File: src/telegram_params.svh
// constants for the fieldbus telegram status framer
`ifndef TELEGRAM_PARAMS_SVH
`define TELEGRAM_PARAMS_SVH
// status byte zero bit positions
`define STS_WACK_BIT 0
`define STS_SERVICE_BIT 2
`define STS_PEND_BIT 3
`define STS_BLOCK_BIT 4
`define STS_LOSS_BIT 5
`define STS_OVERFLOW_BIT 6
`define STS_NEWDATA_BIT 7
// control byte one command bit positions
`define CMD_FLUSH_BIT 2
`define CMD_APPEND_BIT 3
// telegram byte indices
`define TG_CTRL0_IDX 8'h00
`define TG_CTRL1_IDX 8'h01
`define TG_DATA_IDX 8'h02
// serial framing characters
`define SER_START_CHAR 8'h02
`define SER_CR_CHAR 8'h0D
`define SER_LF_CHAR 8'h0A
// reset values
`define STS_RESET 8'h00
`define LEN_RESET 8'h00
// buffer sizes
`define TX_BUF_BYTES 1024
`define FIFO_DEPTH 16
`define FIFO_WIDTH 8
`endif

File: src/telegram_pkg.sv
// types shared by the telegram framer files
`default_nettype none
package telegram_pkg;
    // serial output framing states
    typedef enum logic [1:0] {SER_IDLE, SER_START, SER_DATA, SER_CR_LF} ser_state_t;
    // service selector positions
    typedef enum logic [1:0] {SVC_RUN, SVC_GATEWAY, SVC_PERIPH} svc_sel_t;
endpackage : telegram_pkg
`default_nettype wire

File: src/byte_fifo.sv
// parameterised valid/ready fifo held in flip-flops
`default_nettype none
module byte_fifo #(
    parameter int WIDTH = 8,
    parameter int DEPTH = 16
) (
    input wire logic i_clk_sys,
    input wire logic i_arst_n,
    input wire logic i_clear, // synchronous flush
    input wire logic i_in_valid,
    output logic o_in_ready,
    input wire logic [WIDTH-1:0] i_in_data,
    output logic o_out_valid,
    input wire logic i_out_ready,
    output logic [WIDTH-1:0] o_out_data
);
    localparam int AW = $clog2(DEPTH);
    logic [WIDTH-1:0] mem_q [DEPTH]; // storage entries
    logic [AW-1:0] wr_q; // write index
    logic [AW-1:0] rd_q; // read index
    logic [AW:0] cnt_q; // fill count
    logic push;
    logic pop;

    assign o_in_ready = (cnt_q != (AW+1)'(DEPTH));
    assign o_out_valid = (cnt_q != '0);
    assign push = i_in_valid && o_in_ready;
    assign pop = o_out_valid && i_out_ready;
    assign o_out_data = mem_q[rd_q];

    // entry writes, one generate slot per entry
    for (genvar g = 0; g < DEPTH; g++) begin : g_ent
        always_ff @(posedge i_clk_sys or negedge i_arst_n) begin
            if (!i_arst_n) begin
                mem_q[g] <= '0;
            end else if (push && wr_q == AW'(g)) begin
                mem_q[g] <= i_in_data;
            end
        end
    end

    // pointers and count
    always_ff @(posedge i_clk_sys or negedge i_arst_n) begin
        if (!i_arst_n) begin
            wr_q <= '0;
            rd_q <= '0;
            cnt_q <= '0;
        end else if (i_clear) begin
            wr_q <= '0;
            rd_q <= '0;
            cnt_q <= '0;
        end else begin
            if (push) begin
                wr_q <= wr_q + AW'(1);
            end
            if (pop) begin
                rd_q <= rd_q + AW'(1);
            end
            cnt_q <= cnt_q + (AW+1)'(push) - (AW+1)'(pop);
        end
    end
endmodule : byte_fifo
`default_nettype wire

File: src/telegram_status_framer.sv
// fieldbus telegram framer: status bytes, payload forwarding, serial frame
`include "telegram_params.svh"
`default_nettype none
module telegram_status_framer
    import telegram_pkg::*;
(
    input wire logic i_clk_sys,
    input wire logic i_arst_n,
    // controller -> gateway telegram byte stream
    input wire logic i_out_valid, // byte strobe
    input wire logic [7:0] i_out_byte, // telegram byte
    input wire logic i_out_first, // marks control byte zero
    input wire logic i_out_last, // marks last telegram byte
    // gateway -> controller telegram byte stream
    input wire logic i_in_rd, // controller fetches next input byte
    input wire logic [7:0] i_in_index, // byte position being fetched
    output logic [7:0] o_in_byte, // registered input byte
    // end device received data set
    input wire logic i_rx_valid, // received payload byte
    input wire logic [7:0] i_rx_byte,
    input wire logic i_rx_end, // end of received data set
    input wire logic i_rx_lost, // a received set could not be delivered
    // configuration and environment
    input wire logic [7:0] i_data_len_cfg, // configured telegram data length
    input wire logic i_transparent, // 1 transparent, 0 collective
    input wire logic [1:0] i_svc_sel, // service selector position
    input wire logic i_reset_cmd, // reset command from controller
    input wire logic [10:0] i_tx_buf_level, // collective transmit buffer fill
    input wire logic [10:0] i_buf_level, // gateway buffer fill, bytes
    // serial end device side
    output logic o_ser_valid,
    output logic [7:0] o_ser_byte,
    input wire logic i_ser_ready,
    output logic o_rts, // serial request-to-send
    // status bytes visible to the controller
    output logic [7:0] o_status_flags_byte,
    output logic [7:0] o_payload_length_byte
);
    // status flag registers
    logic write_ack_q; // write acknowledge toggle
    logic service_mode_flag_q;
    logic pending_data_flag_q;
    logic block_ready_toggle_q;
    logic data_loss_flag_q;
    logic buffer_overflow_flag_q;
    logic new_data_toggle_q;
    logic [7:0] payload_length_code_q; // length of loaded input payload
    logic [7:0] cmd_select_q; // latched control byte one
    logic [7:0] out_pos_q; // position within the output telegram
    logic [7:0] in_data_q [256]; // input data bytes to the controller
    logic [7:0] rx_cnt_q; // bytes of current received set
    logic rx_trunc_q; // current received set overflowed
    logic [7:0] in_byte_q;
    // fifo between payload stripper and serial framer
    logic fifo_in_valid;
    logic fifo_in_ready;
    logic fifo_out_valid;
    logic fifo_out_ready;
    logic [7:0] fifo_out_data;
    logic payload_byte;
    logic cmd_done;
    logic cmd_append;
    logic cmd_flush;
    logic drop_byte;
    ser_state_t ser_q;
    logic lf_q; // second terminator pending
    logic [7:0] ser_byte_q;
    logic ser_have_data_q; // payload seen since start char

    // payload begins at the third byte; first two are consumed here
    assign payload_byte = i_out_valid && !i_out_first && out_pos_q >= `TG_DATA_IDX;
    // bytes beyond the configured length are dropped
    assign drop_byte = payload_byte && (out_pos_q - `TG_DATA_IDX) >= i_data_len_cfg;
    assign fifo_in_valid = payload_byte && !drop_byte;
    assign cmd_append = cmd_select_q[`CMD_APPEND_BIT];
    assign cmd_flush = cmd_select_q[`CMD_FLUSH_BIT];
    // a command completes when its telegram ends
    assign cmd_done = i_out_valid && i_out_last && (cmd_append || cmd_flush ||
        (i_out_first ? 1'b0 : (out_pos_q == `TG_CTRL1_IDX &&
        (i_out_byte[`CMD_APPEND_BIT] || i_out_byte[`CMD_FLUSH_BIT]))));

    // telegram position and command byte capture
    always_ff @(posedge i_clk_sys or negedge i_arst_n) begin
        if (!i_arst_n) begin
            out_pos_q <= '0;
            cmd_select_q <= '0;
        end else if (i_out_valid) begin
            if (i_out_first) begin
                out_pos_q <= `TG_CTRL1_IDX;
                cmd_select_q <= '0;
            end else begin
                if (out_pos_q == `TG_CTRL1_IDX) begin
                    cmd_select_q <= i_out_byte;
                end
                // saturate so a long telegram never wraps into the header
                if (out_pos_q != 8'hFF) begin
                    out_pos_q <= out_pos_q + 8'h01;
                end
            end
        end
    end

    byte_fifo #(
        .WIDTH(`FIFO_WIDTH),
        .DEPTH(`FIFO_DEPTH)
    ) u_fifo (
        .i_clk_sys(i_clk_sys),
        .i_arst_n(i_arst_n),
        .i_clear(1'b0),
        .i_in_valid(fifo_in_valid),
        .o_in_ready(fifo_in_ready),
        .i_in_data(i_out_byte),
        .o_out_valid(fifo_out_valid),
        .i_out_ready(fifo_out_ready),
        .o_out_data(fifo_out_data)
    );

    assign fifo_out_ready = (ser_q == SER_DATA) && (!o_ser_valid || i_ser_ready);

    // serial framer: start char, payload, CR LF
    always_ff @(posedge i_clk_sys or negedge i_arst_n) begin
        if (!i_arst_n) begin
            ser_q <= SER_IDLE;
            o_ser_valid <= 1'b0;
            ser_byte_q <= '0;
            lf_q <= 1'b0;
            ser_have_data_q <= 1'b0;
        end else if (!o_ser_valid || i_ser_ready) begin
            o_ser_valid <= 1'b0;
            unique case (ser_q)
                SER_IDLE: begin
                    if (fifo_out_valid) begin
                        ser_byte_q <= `SER_START_CHAR;
                        o_ser_valid <= 1'b1;
                        ser_q <= SER_DATA;
                        ser_have_data_q <= 1'b0;
                    end
                end
                SER_START: begin
                    ser_q <= SER_DATA;
                end
                SER_DATA: begin
                    if (fifo_out_valid) begin
                        ser_byte_q <= fifo_out_data;
                        o_ser_valid <= 1'b1;
                        ser_have_data_q <= 1'b1;
                    end else if (ser_have_data_q) begin
                        // fifo drained: close the frame
                        ser_byte_q <= `SER_CR_CHAR;
                        o_ser_valid <= 1'b1;
                        lf_q <= 1'b1;
                        ser_q <= SER_CR_LF;
                    end
                end
                SER_CR_LF: begin
                    if (lf_q) begin
                        ser_byte_q <= `SER_LF_CHAR;
                        o_ser_valid <= 1'b1;
                        lf_q <= 1'b0;
                    end else begin
                        ser_q <= SER_IDLE;
                    end
                end
            endcase
        end
    end
    assign o_ser_byte = ser_byte_q;

    // write acknowledge toggles per completed append or flush
    always_ff @(posedge i_clk_sys or negedge i_arst_n) begin
        if (!i_arst_n) begin
            write_ack_q <= 1'b0;
        end else if (cmd_done) begin
            write_ack_q <= ~write_ack_q;
        end
    end

    // service mode follows the selector
    always_ff @(posedge i_clk_sys or negedge i_arst_n) begin
        if (!i_arst_n) begin
            service_mode_flag_q <= 1'b0;
        end else begin
            service_mode_flag_q <= (i_svc_sel == SVC_GATEWAY) ||
                (i_svc_sel == SVC_PERIPH);
        end
    end

    // pending data only meaningful in collective mode
    always_ff @(posedge i_clk_sys or negedge i_arst_n) begin
        if (!i_arst_n) begin
            pending_data_flag_q <= 1'b0;
        end else begin
            pending_data_flag_q <= !i_transparent && (i_tx_buf_level != 11'h000);
        end
    end

    // overflow flag tracks the 1 kbyte buffer and a full fifo; clears itself on space
    always_ff @(posedge i_clk_sys or negedge i_arst_n) begin
        if (!i_arst_n) begin
            buffer_overflow_flag_q <= 1'b0;
        end else begin
            buffer_overflow_flag_q <= (i_buf_level >= 11'(`TX_BUF_BYTES)) ||
                !fifo_in_ready;
        end
    end
    // request-to-send off while overflowed
    assign o_rts = !buffer_overflow_flag_q;

    // received data assembly into the input data bytes
    always_ff @(posedge i_clk_sys or negedge i_arst_n) begin
        if (!i_arst_n) begin
            rx_cnt_q <= '0;
            rx_trunc_q <= 1'b0;
        end else if (i_rx_end) begin
            rx_cnt_q <= '0;
            rx_trunc_q <= 1'b0;
        end else if (i_rx_valid) begin
            if (rx_cnt_q < i_data_len_cfg) begin
                rx_cnt_q <= rx_cnt_q + 8'h01;
            end else begin
                rx_trunc_q <= 1'b1;
            end
        end
    end

    // input data byte storage, one slot per position
    for (genvar g = 0; g < 256; g++) begin : g_in
        always_ff @(posedge i_clk_sys or negedge i_arst_n) begin
            if (!i_arst_n) begin
                in_data_q[g] <= '0;
            end else if (i_rx_valid && !i_rx_end && rx_cnt_q == 8'(g) &&
                rx_cnt_q < i_data_len_cfg) begin
                in_data_q[g] <= i_rx_byte;
            end
        end
    end

    // length code and block/new-data toggles on each completed set
    always_ff @(posedge i_clk_sys or negedge i_arst_n) begin
        if (!i_arst_n) begin
            payload_length_code_q <= `LEN_RESET;
            block_ready_toggle_q <= 1'b0;
            new_data_toggle_q <= 1'b0;
        end else if (i_rx_end) begin
            payload_length_code_q <= rx_cnt_q;
            if (i_transparent) begin
                new_data_toggle_q <= ~new_data_toggle_q;
            end else begin
                block_ready_toggle_q <= ~block_ready_toggle_q;
            end
        end
    end

    // data loss: sticky; a new loss in the reset cycle wins
    always_ff @(posedge i_clk_sys or negedge i_arst_n) begin
        if (!i_arst_n) begin
            data_loss_flag_q <= 1'b0;
        end else if (i_rx_lost || drop_byte || (i_rx_valid && !i_rx_end &&
            rx_cnt_q >= i_data_len_cfg) || (i_rx_end && rx_trunc_q)) begin
            data_loss_flag_q <= 1'b1;
        end else if (i_reset_cmd) begin
            data_loss_flag_q <= 1'b0;
        end
    end

    // status byte zero assembly, bit one reads zero
    always_comb begin
        o_status_flags_byte = `STS_RESET;
        o_status_flags_byte[`STS_WACK_BIT] = write_ack_q;
        o_status_flags_byte[`STS_SERVICE_BIT] = service_mode_flag_q;
        o_status_flags_byte[`STS_PEND_BIT] = pending_data_flag_q;
        o_status_flags_byte[`STS_BLOCK_BIT] = block_ready_toggle_q;
        o_status_flags_byte[`STS_LOSS_BIT] = data_loss_flag_q;
        o_status_flags_byte[`STS_OVERFLOW_BIT] = buffer_overflow_flag_q;
        o_status_flags_byte[`STS_NEWDATA_BIT] = new_data_toggle_q;
    end
    assign o_payload_length_byte = payload_length_code_q;

    // input telegram byte fetch: status, length, then data
    always_ff @(posedge i_clk_sys or negedge i_arst_n) begin
        if (!i_arst_n) begin
            in_byte_q <= '0;
        end else if (i_in_rd) begin
            if (i_in_index == `TG_CTRL0_IDX) begin
                in_byte_q <= o_status_flags_byte;
            end else if (i_in_index == `TG_CTRL1_IDX) begin
                in_byte_q <= payload_length_code_q;
            end else begin
                in_byte_q <= in_data_q[8'(i_in_index - `TG_DATA_IDX)];
            end
        end
    end
    assign o_in_byte = in_byte_q;
endmodule : telegram_status_framer
`default_nettype wire

File: config.mk
export PLATFORM = sky130hd
export DESIGN_NAME = telegram_status_framer
export DESIGN_NICKNAME = d
export VERILOG_FILES = /design/src/telegram_pkg.sv /design/src/byte_fifo.sv /design/src/telegram_status_framer.sv
export VERILOG_INCLUDE_DIRS = /design/src
export SDC_FILE = /design/constraint.sdc
export NUM_CORES = 2
export LEC_CHECK = 0
export BUFFER_PORTS_ARGS = -buffer_cell sky130_fd_sc_hd__buf_4
export CELL_PAD_IN_SITES_DETAIL_PLACEMENT = 1
export CELL_PAD_IN_SITES_GLOBAL_PLACEMENT = 1
export CORE_ASPECT_RATIO = 0.7
export CORE_MARGIN = 5
export CORE_UTILIZATION = 50
export DETAILED_ROUTE_END_ITERATION = 10
export HOLD_SLACK_MARGIN = 0.06
export PLACE_DENSITY_LB_ADDON = 0.1
export SLEW_MARGIN = 20
export SYNTH_ARGS = -nofsm -noshare
export SYNTH_HDL_FRONTEND = slang
export SYNTH_SLANG_ARGS = --single-unit
File: constraint.sdc
create_clock -name i_clk_sys -period 3.62 [get_ports i_clk_sys]
set_input_delay 0.905 -clock i_clk_sys [delete_from_list [all_inputs] [get_ports i_clk_sys]]
set_output_delay 0.905 -clock i_clk_sys [all_outputs]
set_load 0.02 [all_outputs]
==> impl_metrics.yaml <==
cts:
  cts_resized: 0
  cts-root-buf: "clkbuf_16"
  clock_latency_ps: 880
  ctsHtreeMaxLevel: 4
  holdBufCountCts: 1
  cts_setup_buffers: 0
  clockBufferDepth: 4
  clock-sinks: 2244
  clkTransAtPathRegs_ps: 60
  cts_buffers: 225
  cts_tree: "built"
finish:
  multi_input_area_um2: 47420
  final_common_cell: "dfrtp_1"
  instances_no_fill: 10200
  layout-drive-gt1-share_pct: 57.98
  seq_area_um2: 56160
  syn_to_final_growth_pct: 16.84
  n_fill_cell: 18860
  mostFrequentLayoutCells: "2,243 x dfrtp_1, 2,187 x mux2_2, 605 x mux4_2"
  final_area_um2: 123900
  final_core_util_pct: 58.72
  nets: 7338
outcome:
  status: "finished clean"
logic_synthesis:
  yosysSeqAreaShare_pct: 52.96
  synth_ff_type: "dfrtp_1"
  synth_xor_area_share_pct: 0.3127
  ys_types: 81
  synth_top_family_by_area: "multiplexers"
  post_synth.cell_area_avg_um2: 15.90
  synthCells: 6670
  synthesis.area_um2: 106000
  async_reset_ff_share_pct: 100.0
  synth_compound_area_share_pct: 1.709
  synth_mux_area_share_pct: 37.03
  yosys_warnings: 0
  synth_fa_ha_area_share_pct: 0.4555
  ys_ff_latch: 2244
  yosys.area_share.simple_pct: 4.925
  syn_nets: 6776
  synth_edf_count: 0
route:
  dr.pass1.iters: 5
  vias_per_cell: 6.142
  postRouteAntennaNets: 0
  drt-initial-drc-count: 4505
  vias: 62680
  wl_um: 315900
  wl_per_cell_um: 30.96
  drc: 0
global_routing:
  grt_max_degree: 141
  grt_use_total_pct: 28.80
  overflow: 0
  grt_pass1_wl_um: 481200
  grt_pass1_vias: 68890
  antenna_found_initial: 11
die:
  io_pins: 102
  rows: 141
  die_w_um: 560.4
  initial_core_util_pct: 50.25
  die-area_um2: 221500
  coreArea_um2: 211000
  chipHeight_um: 395.3
worst_setup_path:
  crit_type: "in -> reg"
  arrival_ps: 4210
  worstPathMaxFanout: 14
  startpoint_type: "primary input"
  crit_path_end_kind: "register"
  cp.required_ps: 4400
timing:
  finalHoldViolCount: 0
  final_max_slew_viol_count: 0
  clock.fmax_ghz: 0.2914
  clock_skew_ps: 30.49
  holdWs_ps: 232.8
  fin_crit_sh_pct: 94.78
  rsz0062_at_grt: "no"
  period_needed_ps: 3431
  slew_headroom_pct: 24.16
  setup_violations: 0
  worst_slew_pin_slew_ps: 1138
power_and_ir_drop:
  peakVddDrop_mv: 0.3758
  p_leak_nw: 60.62
  cellPowerDensity_nw_per_um2: 453.3
  total_power_mw: 56.16
placed_design:
  place_hpwl_um: 215900
  place.port_buffers: 90
  numPlacedInstances: 9792
  place_congestion: 0.9017
  dpl_cell_area_um2: 116600
run:
  drv_cap: 0
hold_path:
  hp-class: "in -> reg"
-- Yosys cell counts, types with 49 or more instances --
| master | count | area, um2 |
|---|---|---|
| a21oi_1 | 58 | 290.3 |
| buf_2 | 77 | 385.4 |
| clkbuf_1 | 313 | 1175 |
| dfrtp_1 | 2244 | 56150 |
| mux2_2 | 2187 | 24630 |
| mux2i_1 | 101 | 1011 |
| mux4_2 | 605 | 13630 |
| nand2_1 | 144 | 540.5 |
| nor2_1 | 71 | 266.5 |
| nor2_2 | 92 | 575.6 |
| nor2_8 | 99 | 1982 |
| o21ai_0 | 49 | 245.2 |
-- stage by stage --
stage          TNS (ps)  setup slack (ps)
5_1_grt               0             83.89
4_1_cts               0             227.4
2_1_floorplan         0            0.5043
3_3_place_gp    -434570            -446.5
6_report              0             188.9
3_5_place_dp    -511970            -529.5
-- path summary, 6_finish.rpt --
check	startpoint	to	slack [ps]	cells past startpoint
min in group asynchronous	i_arst_n	in_data_q[249]$_DFFE_PN0P_	610	2
max in group asynchronous	i_arst_n	in_data_q[1882]$_DFFE_PN0P_	1730	4
max reg2reg	rx_cnt_q[0]$_DFFE_PN0P_	in_data_q[1467]$_DFFE_PN0P_	200	14
min reg2reg	o_ser_byte[0]$_DFFE_PN0P_	o_ser_byte[0]$_DFFE_PN0P_	490	2
min	i_svc_sel[0]	service_mode_flag_q$_DFF_PN0_	230	2
max	i_in_index[1]	o_in_byte[3]$_DFFE_PN0P_	190	12
-- cell type report --
| type | count | area share (%) |
|---|---|---|
| repair buffers | 838 | 7.532 |
| flip-flops and latches | 2244 | 45.33 |
| diodes | 10 | 0.02020 |
| clock inverters | 60 | 0.4454 |
| inverters | 44 | 0.1363 |
| multi-input cells | 3879 | 38.28 |
| clock buffers | 341 | 5.449 |
| well taps | 2788 | 2.816 |
-- metal layers --
metal | GRT usage [%] | share of wire (%)
met5 | 0 | 0.0044
met4 | 6.749 | 2.5
met3 | 4.305 | 4.8
met2 | 44.40 | 46
met1 | 43.43 | 47
-- power by group --
group / leakage, nW / switching, mW / total (mW) / internal [mW]
Clock: 3.61 / 10.1 / 23.4 / 13.4
Combinational: 25.9 / 3.55 / 6.17 / 2.62
Sequential: 31.2 / 0.696 / 26.5 / 25.9
-- state kept, by name, summed over array words and instances (netlist names), 5 cells and up --
signal and cells:
o_payload_length_byte 8, in_data_q 2048, u_fifo.cnt_q 5, u_fifo.mem_q 128
rx_cnt_q 8, o_in_byte 8, out_pos_q 8, o_ser_byte 8
-- kinds of logic (layout without fill, tap and decap cells) --
group                      count (synthesis)  count (layout)
AOI/OAI and AO/OA                        257             257
muxes                                   2893            2893
DFF                                     2244            2244
and+or+nand+nor                          653             653
buffers and inverters                    547            1283
xor gates and xnor gates                  37              37
adders and majority gates                 38              38
other                                      1              11
-- worst max-delay path: stages --
cell and delay [ps]:
buf_8 100, buf_4 190, nor3_4 290, xor2_4 230
buf_4 400, mux4_2 350, nand2_1 70, and3_1 190
a2111oi_1 980, buf_4 260, a21oi_1 70, a21oi_1 160
No activity file was read; power rests on OpenSTA's default activity.
